--- config.mk ---
export PLATFORM = sky130hd
export DESIGN_NAME = isf_status_flags
export DESIGN_NICKNAME = d
export VERILOG_FILES = /design/src/pkg/isf_pkg.sv /design/src/hw/isf_status_flags.sv
export VERILOG_INCLUDE_DIRS = /design/src /design/src/pkg
export SDC_FILE = /design/constraint.sdc
export NUM_CORES = 1
export LEC_CHECK = 0
export ABC_AREA = 1
export BUFFER_PORTS_ARGS = -buffer_cell sky130_fd_sc_hd__buf_2
export CAP_MARGIN = 15
export CORE_MARGIN = 8
export CORE_UTILIZATION = 56
export CTS_CLUSTER_DIAMETER = 100
export DETAILED_ROUTE_END_ITERATION = 16
export MAX_ROUTING_LAYER = met4
export PLACE_DENSITY = 0.86
export RECOVER_POWER = 25
export SETUP_SLACK_MARGIN = 0.3
export SYNTH_ARGS = -nofsm -noshare
export SYNTH_HDL_FRONTEND = slang
export SYNTH_SLANG_ARGS = --single-unit
--- constraint.sdc ---
create_clock -name mclk -period 3.65 [get_ports mclk]
set_input_delay 0.365 -clock mclk [delete_from_list [all_inputs] [get_ports mclk]]
set_output_delay 0.365 -clock mclk [all_outputs]
set_load 0.005 [all_outputs]
--- src/pkg/isf_params.svh ---
// offsets, field positions and reset values of the status flag block
`ifndef ISF_PARAMS_SVH
`define ISF_PARAMS_SVH

// register byte offsets
`define ISF_OFF_CONFIG     8'h00
`define ISF_OFF_CTRL_TWO   8'h04
`define ISF_OFF_DATA       8'h18
`define ISF_OFF_XFER_STS   8'h1C
`define ISF_OFF_ERR_STS    8'h20
`define ISF_OFF_IRQ_CTRL   8'h28

// config register fields
`define ISF_CFG_ENABLE     0
`define ISF_CFG_STRETCH_DISABLE     1

// transfer_status fields
`define ISF_XS_BYTE_DONE   2
`define ISF_XS_HDR10       3
`define ISF_XS_STOP_SEEN   4
`define ISF_XS_RX_FULL     6
`define ISF_XS_TX_EMPTY    7

// error_status fields
`define ISF_ES_BUS_FAULT   0
`define ISF_ES_ARB_LOST    1
`define ISF_ES_ACK_FAULT   2
`define ISF_ES_OVR_UNR     3
`define ISF_ES_HALT_WAKE   5

// interrupt control fields
`define ISF_IC_ERR_EN      0

// reset values
`define ISF_RST_WORD       32'h0000_0000
`define ISF_RST_BYTE       8'h00
`define ISF_RST_ERR        6'h00

`endif

--- src/pkg/isf_pkg.sv ---
// types shared by the status flag block and its neighbours
package isf_pkg;

  // register access from software, one strobe per cycle
  typedef struct packed {
    logic [7:0]  addr;
    logic [31:0] wdata;
    logic        wr;
    logic        rd;
  } isf_bus_t;

  // one-cycle event pulses from the transfer engine (same clock)
  typedef struct packed {
    logic       rx_arrive;     // a received byte is complete
    logic [7:0] rx_byte;       // byte that came with rx_arrive
    logic       tx_take;       // shift register wants its next byte
    logic       start_sent;    // start condition transmitted
    logic       stop_sent;     // stop condition transmitted
    logic       hdr10_sent;    // 10-bit address header sent
    logic       stop_detected; // stop condition seen on the bus
    logic       bus_misplaced; // start or stop at an illegal point
    logic       arb_lost;      // arbitration lost as master
    logic       ack_missing;   // expected acknowledge not received
    logic       halt_wakeup;   // interface woke the chip from halt
  } isf_evt_t;

endpackage

--- src/hw/isf_status_flags.sv ---
// status flags, data holding register and software port of the i2c block
//
// Functional notes
// - receiving, new byte while data still unread sets byte done flag.
// - transmitting, empty data register while shift byte goes sets it.
// - byte done clears on status read followed directly by data read or write.
// - start or stop transmitted clears byte done flag.
// - header sent flag sets; status read then data write clears it.
// - stop seen sets flag; status read then control write clears it.
// - rx full flag while data holds received byte; data access clears.
// - tx empty flag while data register holds no pending byte.
// - first written byte moves straight to shift; tx empty sets.
// - writing while the shift register is still full clears tx empty.
// - start or stop transmitted clears tx empty flag.
// - misplaced start or stop sets bus fault flag.
// - arbitration loss sets flag and returns to slave mode.
// - missing acknowledge sets ack fault flag.
// - over/underrun flag sets only while stretch disable is one.
// - slave receiver overrun discards new byte and flags it.
// - slave transmitter underrun resends previous byte and flags it.
// - wakeup from halt sets halt wakeup flag.
// - error flags clear on writing zero; writing one keeps them.
// - all status flags held clear while interface is disabled.
// - error interrupt when enabled and bus, arbitration, ack or over/underrun flag is set.
//
// The plain strobed port was left to the implementer.
`timescale 1ns/1ps
`include "isf_params.svh"

module isf_status_flags
  import isf_pkg::*;
(
  input  wire logic        mclk,
  input  wire logic        rst_n,
  input  wire isf_bus_t    bus,
  output logic      [31:0] rdata,
  input  wire isf_evt_t    evt,
  output logic             tx_load,
  output logic      [7:0]  tx_byte,
  output logic             scl_hold,
  output logic             master_mode,
  output logic             err_irq
);

  // ************************************************************
  // register decode
  // ************************************************************

  // one decode used for read and write side effects; read data uses its own case
  function automatic logic hit(input isf_bus_t b, input logic [7:0] off);
    return b.addr == off;
  endfunction

  logic rd_data, wr_data, rd_xs, wr_err, wr_ctl2, wr_cfg, wr_irq;
  assign rd_data = bus.rd && hit(bus, `ISF_OFF_DATA);
  assign wr_data = bus.wr && hit(bus, `ISF_OFF_DATA);
  assign rd_xs   = bus.rd && hit(bus, `ISF_OFF_XFER_STS);
  assign wr_err  = bus.wr && hit(bus, `ISF_OFF_ERR_STS);
  assign wr_ctl2 = bus.wr && hit(bus, `ISF_OFF_CTRL_TWO);
  assign wr_cfg  = bus.wr && hit(bus, `ISF_OFF_CONFIG);
  assign wr_irq  = bus.wr && hit(bus, `ISF_OFF_IRQ_CTRL);

  // ************************************************************
  // configuration registers
  // ************************************************************

  logic       en_reg, stretch_disable_reg, errie_reg;
  logic [7:0] ctl2_reg;

  // software-owned settings
  always_ff @(posedge mclk or negedge rst_n) begin
    if (!rst_n) begin
      en_reg     <= 1'b0;
      stretch_disable_reg <= 1'b0;
      errie_reg  <= 1'b0;
      ctl2_reg   <= `ISF_RST_BYTE;
    end else begin
      if (wr_cfg) begin
        en_reg     <= bus.wdata[`ISF_CFG_ENABLE];
        stretch_disable_reg <= bus.wdata[`ISF_CFG_STRETCH_DISABLE];
      end
      if (wr_irq) begin
        errie_reg <= bus.wdata[`ISF_IC_ERR_EN];
      end
      if (wr_ctl2) begin
        ctl2_reg <= bus.wdata[7:0];
      end
    end
  end

  // ************************************************************
  // status read then access sequence
  // ************************************************************

  // armed by a status read, spent by the very next access of any kind,
  // so an unrelated access in between breaks the clearing sequence
  logic armed_reg;
  always_ff @(posedge mclk or negedge rst_n) begin
    if (!rst_n) begin
      armed_reg <= 1'b0;
    end else if (bus.rd || bus.wr) begin
      armed_reg <= rd_xs && en_reg;
    end
  end

  // ************************************************************
  // data holding register and shift register occupancy
  // ************************************************************

  logic       master_reg, shift_full_reg, pend_full_reg;
  logic [7:0] data_reg, pend_reg;
  logic       rx_full_reg, tx_empty_reg, tx_held_reg;
  logic       ovr_evt, unr_evt, btc_set;

  // slave receiver with stretching off and data still unread
  assign ovr_evt = evt.rx_arrive && rx_full_reg && stretch_disable_reg && !master_reg;
  // slave transmitter asked for a byte that was never written
  assign unr_evt = evt.tx_take && !tx_held_reg && stretch_disable_reg && !master_reg;
  // data unread as a byte arrives, or data empty while shift byte goes
  assign btc_set = (evt.rx_arrive && rx_full_reg && !ovr_evt)
                || (evt.tx_take && !tx_held_reg && !unr_evt);

  // data register, the parked receive byte and the transmit path
  always_ff @(posedge mclk or negedge rst_n) begin
    if (!rst_n) begin
      data_reg       <= `ISF_RST_BYTE;
      pend_reg       <= `ISF_RST_BYTE;
      pend_full_reg  <= 1'b0;
      rx_full_reg    <= 1'b0;
      tx_held_reg    <= 1'b0;
      shift_full_reg <= 1'b0;
      tx_load        <= 1'b0;
      tx_byte        <= `ISF_RST_BYTE;
    end else if (!en_reg) begin
      pend_full_reg  <= 1'b0;
      rx_full_reg    <= 1'b0;
      tx_held_reg    <= 1'b0;
      shift_full_reg <= 1'b0;
      tx_load        <= 1'b0;
    end else begin
      tx_load <= 1'b0;
      if (rd_data || wr_data) begin
        rx_full_reg <= pend_full_reg;
        if (pend_full_reg) begin
          data_reg      <= pend_reg;
          pend_full_reg <= 1'b0;
        end
      end
      if (evt.rx_arrive) begin
        if (!rx_full_reg) begin
          data_reg    <= evt.rx_byte;
          rx_full_reg <= 1'b1;
        end else if (!ovr_evt) begin
          // stretching on or master: byte waits in the shift stage
          pend_reg      <= evt.rx_byte;
          pend_full_reg <= 1'b1;
        end
      end
      if (wr_data) begin
        if (!shift_full_reg || (evt.tx_take && !tx_held_reg)) begin
          tx_byte        <= bus.wdata[7:0];
          tx_load        <= 1'b1;
          shift_full_reg <= 1'b1;
        end else begin
          data_reg    <= bus.wdata[7:0];
          tx_held_reg <= 1'b1;
        end
      end else if (evt.tx_take) begin
        if (tx_held_reg) begin
          tx_byte     <= data_reg;
          tx_load     <= 1'b1;
          tx_held_reg <= 1'b0;
        end else if (unr_evt) begin
          tx_load <= 1'b1;
        end else begin
          shift_full_reg <= 1'b0;
        end
      end
    end
  end

  // ************************************************************
  // transfer_status flags
  // ************************************************************

  logic btc_reg, hdr10_reg, stop_reg;
  logic btc_clr, hdr10_clr, stop_clr;

  assign btc_clr   = armed_reg && (rd_data || wr_data);
  assign hdr10_clr = armed_reg && wr_data;
  assign stop_clr  = armed_reg && wr_ctl2;

  // each flag: set beats the software clear in the same cycle
  always_ff @(posedge mclk or negedge rst_n) begin
    if (!rst_n) begin
      btc_reg   <= 1'b0;
      hdr10_reg <= 1'b0;
      stop_reg  <= 1'b0;
    end else if (!en_reg) begin
      btc_reg   <= 1'b0;
      hdr10_reg <= 1'b0;
      stop_reg  <= 1'b0;
    end else begin
      if (btc_set) begin
        btc_reg <= 1'b1;
      end else if (btc_clr || evt.start_sent || evt.stop_sent) begin
        btc_reg <= 1'b0;
      end
      if (evt.hdr10_sent) begin
        hdr10_reg <= 1'b1;
      end else if (hdr10_clr) begin
        hdr10_reg <= 1'b0;
      end
      if (evt.stop_detected) begin
        stop_reg <= 1'b1;
      end else if (stop_clr) begin
        stop_reg <= 1'b0;
      end
    end
  end

  // tx empty follows the data register, but start or stop forces it low
  always_ff @(posedge mclk or negedge rst_n) begin
    if (!rst_n) begin
      tx_empty_reg <= 1'b0;
    end else if (!en_reg) begin
      tx_empty_reg <= 1'b0;
    end else if (evt.start_sent || evt.stop_sent) begin
      tx_empty_reg <= 1'b0;
    end else if (wr_data && shift_full_reg
                 && !(evt.tx_take && !tx_held_reg)) begin
      tx_empty_reg <= 1'b0;
    end else if (wr_data || evt.tx_take) begin
      tx_empty_reg <= 1'b1;
    end
  end

  // ************************************************************
  // error_status flags and master state
  // ************************************************************

  logic [5:0] err_reg, err_set, err_keep;

  always_comb begin
    err_set = `ISF_RST_ERR;
    err_set[`ISF_ES_BUS_FAULT] = evt.bus_misplaced;
    err_set[`ISF_ES_ARB_LOST]  = evt.arb_lost && master_reg;
    err_set[`ISF_ES_ACK_FAULT] = evt.ack_missing;
    err_set[`ISF_ES_OVR_UNR]   = ovr_evt || unr_evt;
    err_set[`ISF_ES_HALT_WAKE] = evt.halt_wakeup;
  end

  assign err_keep = wr_err ? bus.wdata[5:0] : 6'h3F;

  // reserved bit 4 never set, so it always reads zero
  always_ff @(posedge mclk or negedge rst_n) begin
    if (!rst_n) begin
      err_reg <= `ISF_RST_ERR;
    end else if (!en_reg) begin
      err_reg <= `ISF_RST_ERR;
    end else begin
      err_reg <= (err_reg & err_keep) | err_set;
    end
  end

  // master after a sent start; arbitration loss drops back to slave
  always_ff @(posedge mclk or negedge rst_n) begin
    if (!rst_n) begin
      master_reg <= 1'b0;
    end else if (!en_reg || evt.arb_lost || evt.stop_sent) begin
      master_reg <= 1'b0;
    end else if (evt.start_sent) begin
      master_reg <= 1'b1;
    end
  end

  assign master_mode = master_reg;
  // stretch SCL while byte done is set, unless stretching is disabled
  assign scl_hold    = btc_reg && !stretch_disable_reg;

  assign err_irq = errie_reg && (err_reg[`ISF_ES_BUS_FAULT]
                 || err_reg[`ISF_ES_ARB_LOST] || err_reg[`ISF_ES_ACK_FAULT]
                 || err_reg[`ISF_ES_OVR_UNR]);

  // ************************************************************
  // read data, one cycle after the strobe
  // ************************************************************

  logic [31:0] rd_next;

  always_comb begin
    rd_next = `ISF_RST_WORD;
    case (bus.addr)
      `ISF_OFF_CONFIG: begin
        rd_next[`ISF_CFG_ENABLE] = en_reg;
        rd_next[`ISF_CFG_STRETCH_DISABLE] = stretch_disable_reg;
      end
      `ISF_OFF_CTRL_TWO: rd_next[7:0] = ctl2_reg;
      `ISF_OFF_DATA:     rd_next[7:0] = data_reg;
      `ISF_OFF_XFER_STS: begin
        rd_next[`ISF_XS_BYTE_DONE] = btc_reg;
        rd_next[`ISF_XS_HDR10]     = hdr10_reg;
        rd_next[`ISF_XS_STOP_SEEN] = stop_reg;
        rd_next[`ISF_XS_RX_FULL]   = rx_full_reg;
        rd_next[`ISF_XS_TX_EMPTY]  = tx_empty_reg;
      end
      `ISF_OFF_ERR_STS:  rd_next[5:0] = err_reg;
      `ISF_OFF_IRQ_CTRL: rd_next[`ISF_IC_ERR_EN] = errie_reg;
      default:           rd_next = `ISF_RST_WORD;
    endcase
  end

  // data stand only in the cycle after the read strobe
  always_ff @(posedge mclk or negedge rst_n) begin
    if (!rst_n) begin
      rdata <= `ISF_RST_WORD;
    end else begin
      rdata <= bus.rd ? rd_next : `ISF_RST_WORD;
    end
  end
endmodule

# ---- After elaboration in Yosys (flattened, before gate mapping)
# Index checks and enable logic that the tools add are counted.
# W data, S select, Z words.
dict set report word_totals {
  regBits 60
  in_bits 62
  output_inout_bits 44
  word_cells 150
}
dict set report classes {
  n_eq_ne 15
  n_mux 58
  bitwise_logic 3
  reduce_logical 54
}
# cell n
set op_table {}
lappend op_table {{$mux W8} 11}
lappend op_table {{$mux W1} 40}
lappend op_table {{$logic_and A1 B1 Y1} 24}
lappend op_table {{$eq A8 B5 Y1 const B} 2}
lappend op_table {{$eq A8 B6 Y1 const B} 2}
lappend op_table {{$logic_or A1 B1 Y1} 14}
lappend op_table {{$mux W6} 2}
lappend op_table {{$ne A3 B3 Y1 const B} 4}
lappend op_table {{$pmux W3 S4} 1}
lappend op_table {{$reduce_and A4 Y1} 3}
lappend op_table {{$ne A3 B2 Y1 const B} 3}
lappend op_table {{$eq A8 B3 Y1 const B} 1}
lappend op_table {{$logic_not A1 Y1} 8}
lappend op_table {{$logic_not A8 Y1} 1}
lappend op_table {{$and A6 B6 Y6} 1}
lappend op_table {{$or A6 B6 Y6} 1}
lappend op_table {{$pmux W2 S3} 1}
lappend op_table {{$reduce_bool A2 Y1} 3}
lappend op_table {{$pmux W1 S5} 1}
lappend op_table {{$ne A4 B1 Y1 const B} 1}
lappend op_table {{$pmux W1 S4} 1}
lappend op_table {{$ne A3 B1 Y1 const B} 1}
lappend op_table {{$pmux W1 S3} 1}
lappend op_table {{$ne A2 B1 Y1 const B} 1}
lappend op_table {{2 further kinds} 2}

# ---- Depth between registers and ports, before layout
dict set report logic_depth {
  ltp_word 9
  mapped_depth 10
}

# ---- Worst setup path after synthesis
# OpenSTA, ideal clock, no wires.
dict set report synth_timing {
  path_kind {input to register}
  startpoint {in bus[40] (netlist bit)}
  endpoint {reg tx_byte[0]}
  arrival_ns 1.266
  slack_ns 2.267
  cell_stages 8
  cell_sequence {inv_1 > nand2_1 > nor2_8 > nand3_4 > a21oi_4 > nand2_4 > nand2_1 > nand2_1}
}
dict set report synth_via {
  elab_chain_len 4
}
# item line_no
set synth_lines {}
lappend synth_lines {{start: declaration} isf_status_flags.sv:35} ;# input wire isf_bus_t bus,
lappend synth_lines {{$eq A8 B5 Y1 (*)} isf_status_flags.sv:51} ;# return b.addr == off;
lappend synth_lines {{$logic_and A1 B1 Y1 (*)} isf_status_flags.sv:56} ;# assign wr_data = bus.wr && hit(bus, `ISF_OFF_DATA);
lappend synth_lines {{$ne A2 B1 Y1 (no line) / $reduce_bool A2 Y1 (equally long branches)} -}
lappend synth_lines {{$reduce_and A4 Y1 (no line)} -}
lappend synth_lines {{end signal: assignment} isf_status_flags.sv:133} ;# tx_byte <= `ISF_RST_BYTE;
lappend synth_lines {{end signal: assignment} isf_status_flags.sv:161} ;# tx_byte <= bus.wdata[7:0];
lappend synth_lines {{end signal: assignment} isf_status_flags.sv:170} ;# tx_byte <= data_reg;
lappend synth_lines {{end: declaration} isf_status_flags.sv:39} ;# output logic [7:0] tx_byte,
# Mark *: on every way between the ends. The rest lies on a longest branch, timed or not.
# A chain may end at the register's enable or synchronous reset.

# ---- Worst setup path in the final report
dict set report layout_timing {
  startpoint {reg en_reg}
  endpoint {reg btc_reg}
}
dict set report layout_via {
  elab_chain_len 1
}
# item line_no
set layout_lines {}
lappend layout_lines {{start: declaration} isf_status_flags.sv:67} ;# logic en_reg, stretch_disable_reg, errie_reg;
lappend layout_lines {{start signal: assignment} isf_status_flags.sv:79} ;# en_reg <= bus.wdata[`ISF_CFG_ENABLE];
lappend layout_lines {{$ne A3 B1 Y1 (no line) / $mux W1 (equally long branches)} -}
lappend layout_lines {{end signal: assignment} isf_status_flags.sv:196} ;# btc_reg <= 1'b0;
lappend layout_lines {{end signal: assignment} isf_status_flags.sv:200} ;# btc_reg <= 1'b0;
lappend layout_lines {{end signal: assignment} isf_status_flags.sv:205} ;# btc_reg <= 1'b1;
lappend layout_lines {{end: declaration} isf_status_flags.sv:186} ;# logic btc_reg, hdr10_reg, stop_reg;
# Several ways; a longest one is shown, not always the timed one.

==> impl_metrics.ini <==
[timing]
fin_crit_ns = 1.66
setup_viol = 0
skew_ns = 0.00949
rsz0062_at_grt = false
hold_violations = 0
period_share_pct = 45.5
tightestPinTransition_ns = 1.36
slew_violations = 0
timing.fmax_mhz = 603
relSlewSlack_pct = 9.36
finalSetupTns_ns = 0

[job]
drv_cap = 0

[critical_path]
worstPathArrival_ns = 1.91
worstPathRequired_ns = 3.90
crit_end = btc_reg$_DFFE_PN0P_
reg2reg_slack_ns = 1.99
rr_startpoint = en_reg$_DFFE_PN0P_
r2r_end = btc_reg$_DFFE_PN0P_
cp_max_fo = 16
r2r_cells = 4
crit_start = en_reg$_DFFE_PN0P_
startpoint_type = register
crit_type = reg -> reg
worstSetupEndpointType = register

[route]
routed_wl_um = 9310
viasPerCell = 5.50
drc = 0
antenna_left = 0
wire_per_inst_um = 15.5
drt-pass1-iter-count = 6
drt-initial-drc-count = 396
vias = 3293

[power_and_ir_drop]
p_sw_share_pct = 30.8
ir_worst_vdd_mv = 0.277
p_switching_w = 0.000495
leakage_nw = 2.16
totalPowerFinal_w = 0.00161
p_int_w = 0.00111
pwr-share-seq_pct = 47.7
clockPowerShare_pct = 34.8
p_per_area_mw_per_mm2 = 416
comb_power_share_pct = 17.5

[clock_tree]
cts_buffer_depth = 2
cts_tree = yes
post-cts-setup-buffers = 0
worstSkewPairLatency_ns = 0.34
clkSinkCount = 60
cts.clk_slew.worst_paths_ns = 0.07
numCtsBuffers = 9
cts_hold_buffers = 0
cts_resized = 0
cts-root-buf = clkbuf_8
cts_max_level = 3

[die]
floorplan.initialDensity_pct = 57.9
core_area_mm2 = 0.00596
io_pins = 106
row_count = 28
die_x_um = 94.5
dieArea_mm2 = 0.00893
die_y_um = 94.5

[layout]
drive_gt1_share_pct = 18.5
instances_no_fill = 599
syn_to_final_growth_pct = 11.9
num_antenna_cells = 0
fin_util_pct = 64.9
final_nets = 581

[grt]
grt_max_degree = 38
antenna_found_initial = 0
gr-total-overflow = 0
grt_pass1_wl_um = 15100
first_global_vias = 3324
grt_util_all_layers_pct = 22.2

[synth]
yosys-top-cells-area = dfrtp_1 (44%), nand2_1 (14%), nand3_1 (5.8%), o21ai_0 (5.7%), buf_4 (5.7%)
yosysMostFrequentCell = nand2_1
syn_avg_cell_area_um2 = 7.45
yosysTopAreaCellShare_pct = 43.5
dominantRegCellSynth = dfrtp_1
synth_cell_types = 31
yosysWarnings = 0
ys_ff_latch = 60
synth_area_mm2 = 0.00345
synth_common_cells = nand2_1 (127), dfrtp_1 (60), nor2_1 (50)
synthArstFlopShare_pct = 100
netlist_instances = 463
synth_top_area_cell = dfrtp_1
synth_edf_count = 0
yosysSeqAreaShare_pct = 43.5

[status]
outcome = completed

[place]
dp.final_hpwl_um = 6870
port_buffers = 57
place_inst = 583
routabilityCongestion = 0.961

[hold_path]
worstHoldPathType = in -> reg
worst max-delay path, stage by stage, from the launching register on:
cell,delay [ns]
dfrtp_1,0.36
clkinv_1,0.46
nor3_1,0.47
nand3_1,0.14
o22ai_1,0.14
logic make-up after synthesis:
kind of cell           Yosys count  share of synthesized area (%)
buffers and inverters           90                           13.0
flip-flops                      60                           43.5
AO/OA/AOI/OAI                   67                           10.9
multiplexers                     6                           1.96
other                            1                          0.109
AND/OR/NAND/NOR                239                           30.6
layout by cell type, fill, tap and decap left out:
cell type  instances
a21oi_1           12
a21oi_4            1
a31oi_1            7
and2_1             1
buf_2             56
buf_4              2
clkbuf_1           4
clkbuf_8          12
clkinv_1           1
clkinv_2           1
conb_1            24
dfrtp_1           60
inv_1             47
inv_2              5
mux2_2             6
nand2_1          127
nand2_2            4
nand2_4            3
nand3_1           40
nand3_2            1
nand3_4            1
nand4_1            2
nor2_1            50
nor2_2             2
nor2_8             2
nor3_1             4
nor4_1             2
o211ai_1           3
o21ai_0           39
o21ai_1            3
o21ai_4            1
o22ai_1            1
power groups by stage:
stage	registers, W	clock network [W]	logic [W]
floorplan	0.000757	0	0.000202
global route	0.000770	0.000584	0.000324
detailed placement	0.000775	0	0.000274
CTS	0.000763	0.000556	0.000276
finish	0.000766	0.000559	0.000281
global placement	0.000773	0	0.000262
stage by stage:
step / hold slack, ns / area, um2 / setup WS, ns
6_report: 0.207 / 3860 / 1.99
5_1_grt: 0.203 / 3860 / 1.77
4_1_cts: 0.0342 / 3860 / 2.01
3_5_place_dp: 0.392 / 3680 / 1.66
3_3_place_gp: 0.391 / 3680 / 1.72
2_1_floorplan: 0.0694 / 3540 / 2.27
layout make-up:
class,instances,area (um2)
Timing Repair Buffer,59,299
Sequential cell,60,1500
Fill cell,506,2090
Clock buffer,15,176
Tap cell,75,93.8
Multi-Input combinational cell,336,1590
Clock inverter,1,5.00
Inverter,53,199
routing by layer:
metal,track usage (%),share of wire [%]
met5,-,0
met2,35.3,48
met4,13.8,4.0
met3,3.97,9.4
met1,25.5,39
worst min path at each step:
stage | endpoint | start | depth (start not counted)
after global placement | stop_reg$_DFFE_PN0P_ | rst_n | 1
after CTS | err_reg[2]$_DFF_PN0_ | rst_n | 1
after floorplan | armed_reg$_DFFE_PN0P_ | rst_n | 0
after global routing | master_mode$_DFFE_PN0P_ | evt[2] | 2
final | master_mode$_DFFE_PN0P_ | evt[2] | 2
after detailed placement | stop_reg$_DFFE_PN0P_ | rst_n | 1
Note: power is estimated with default switching activity, not from simulation.
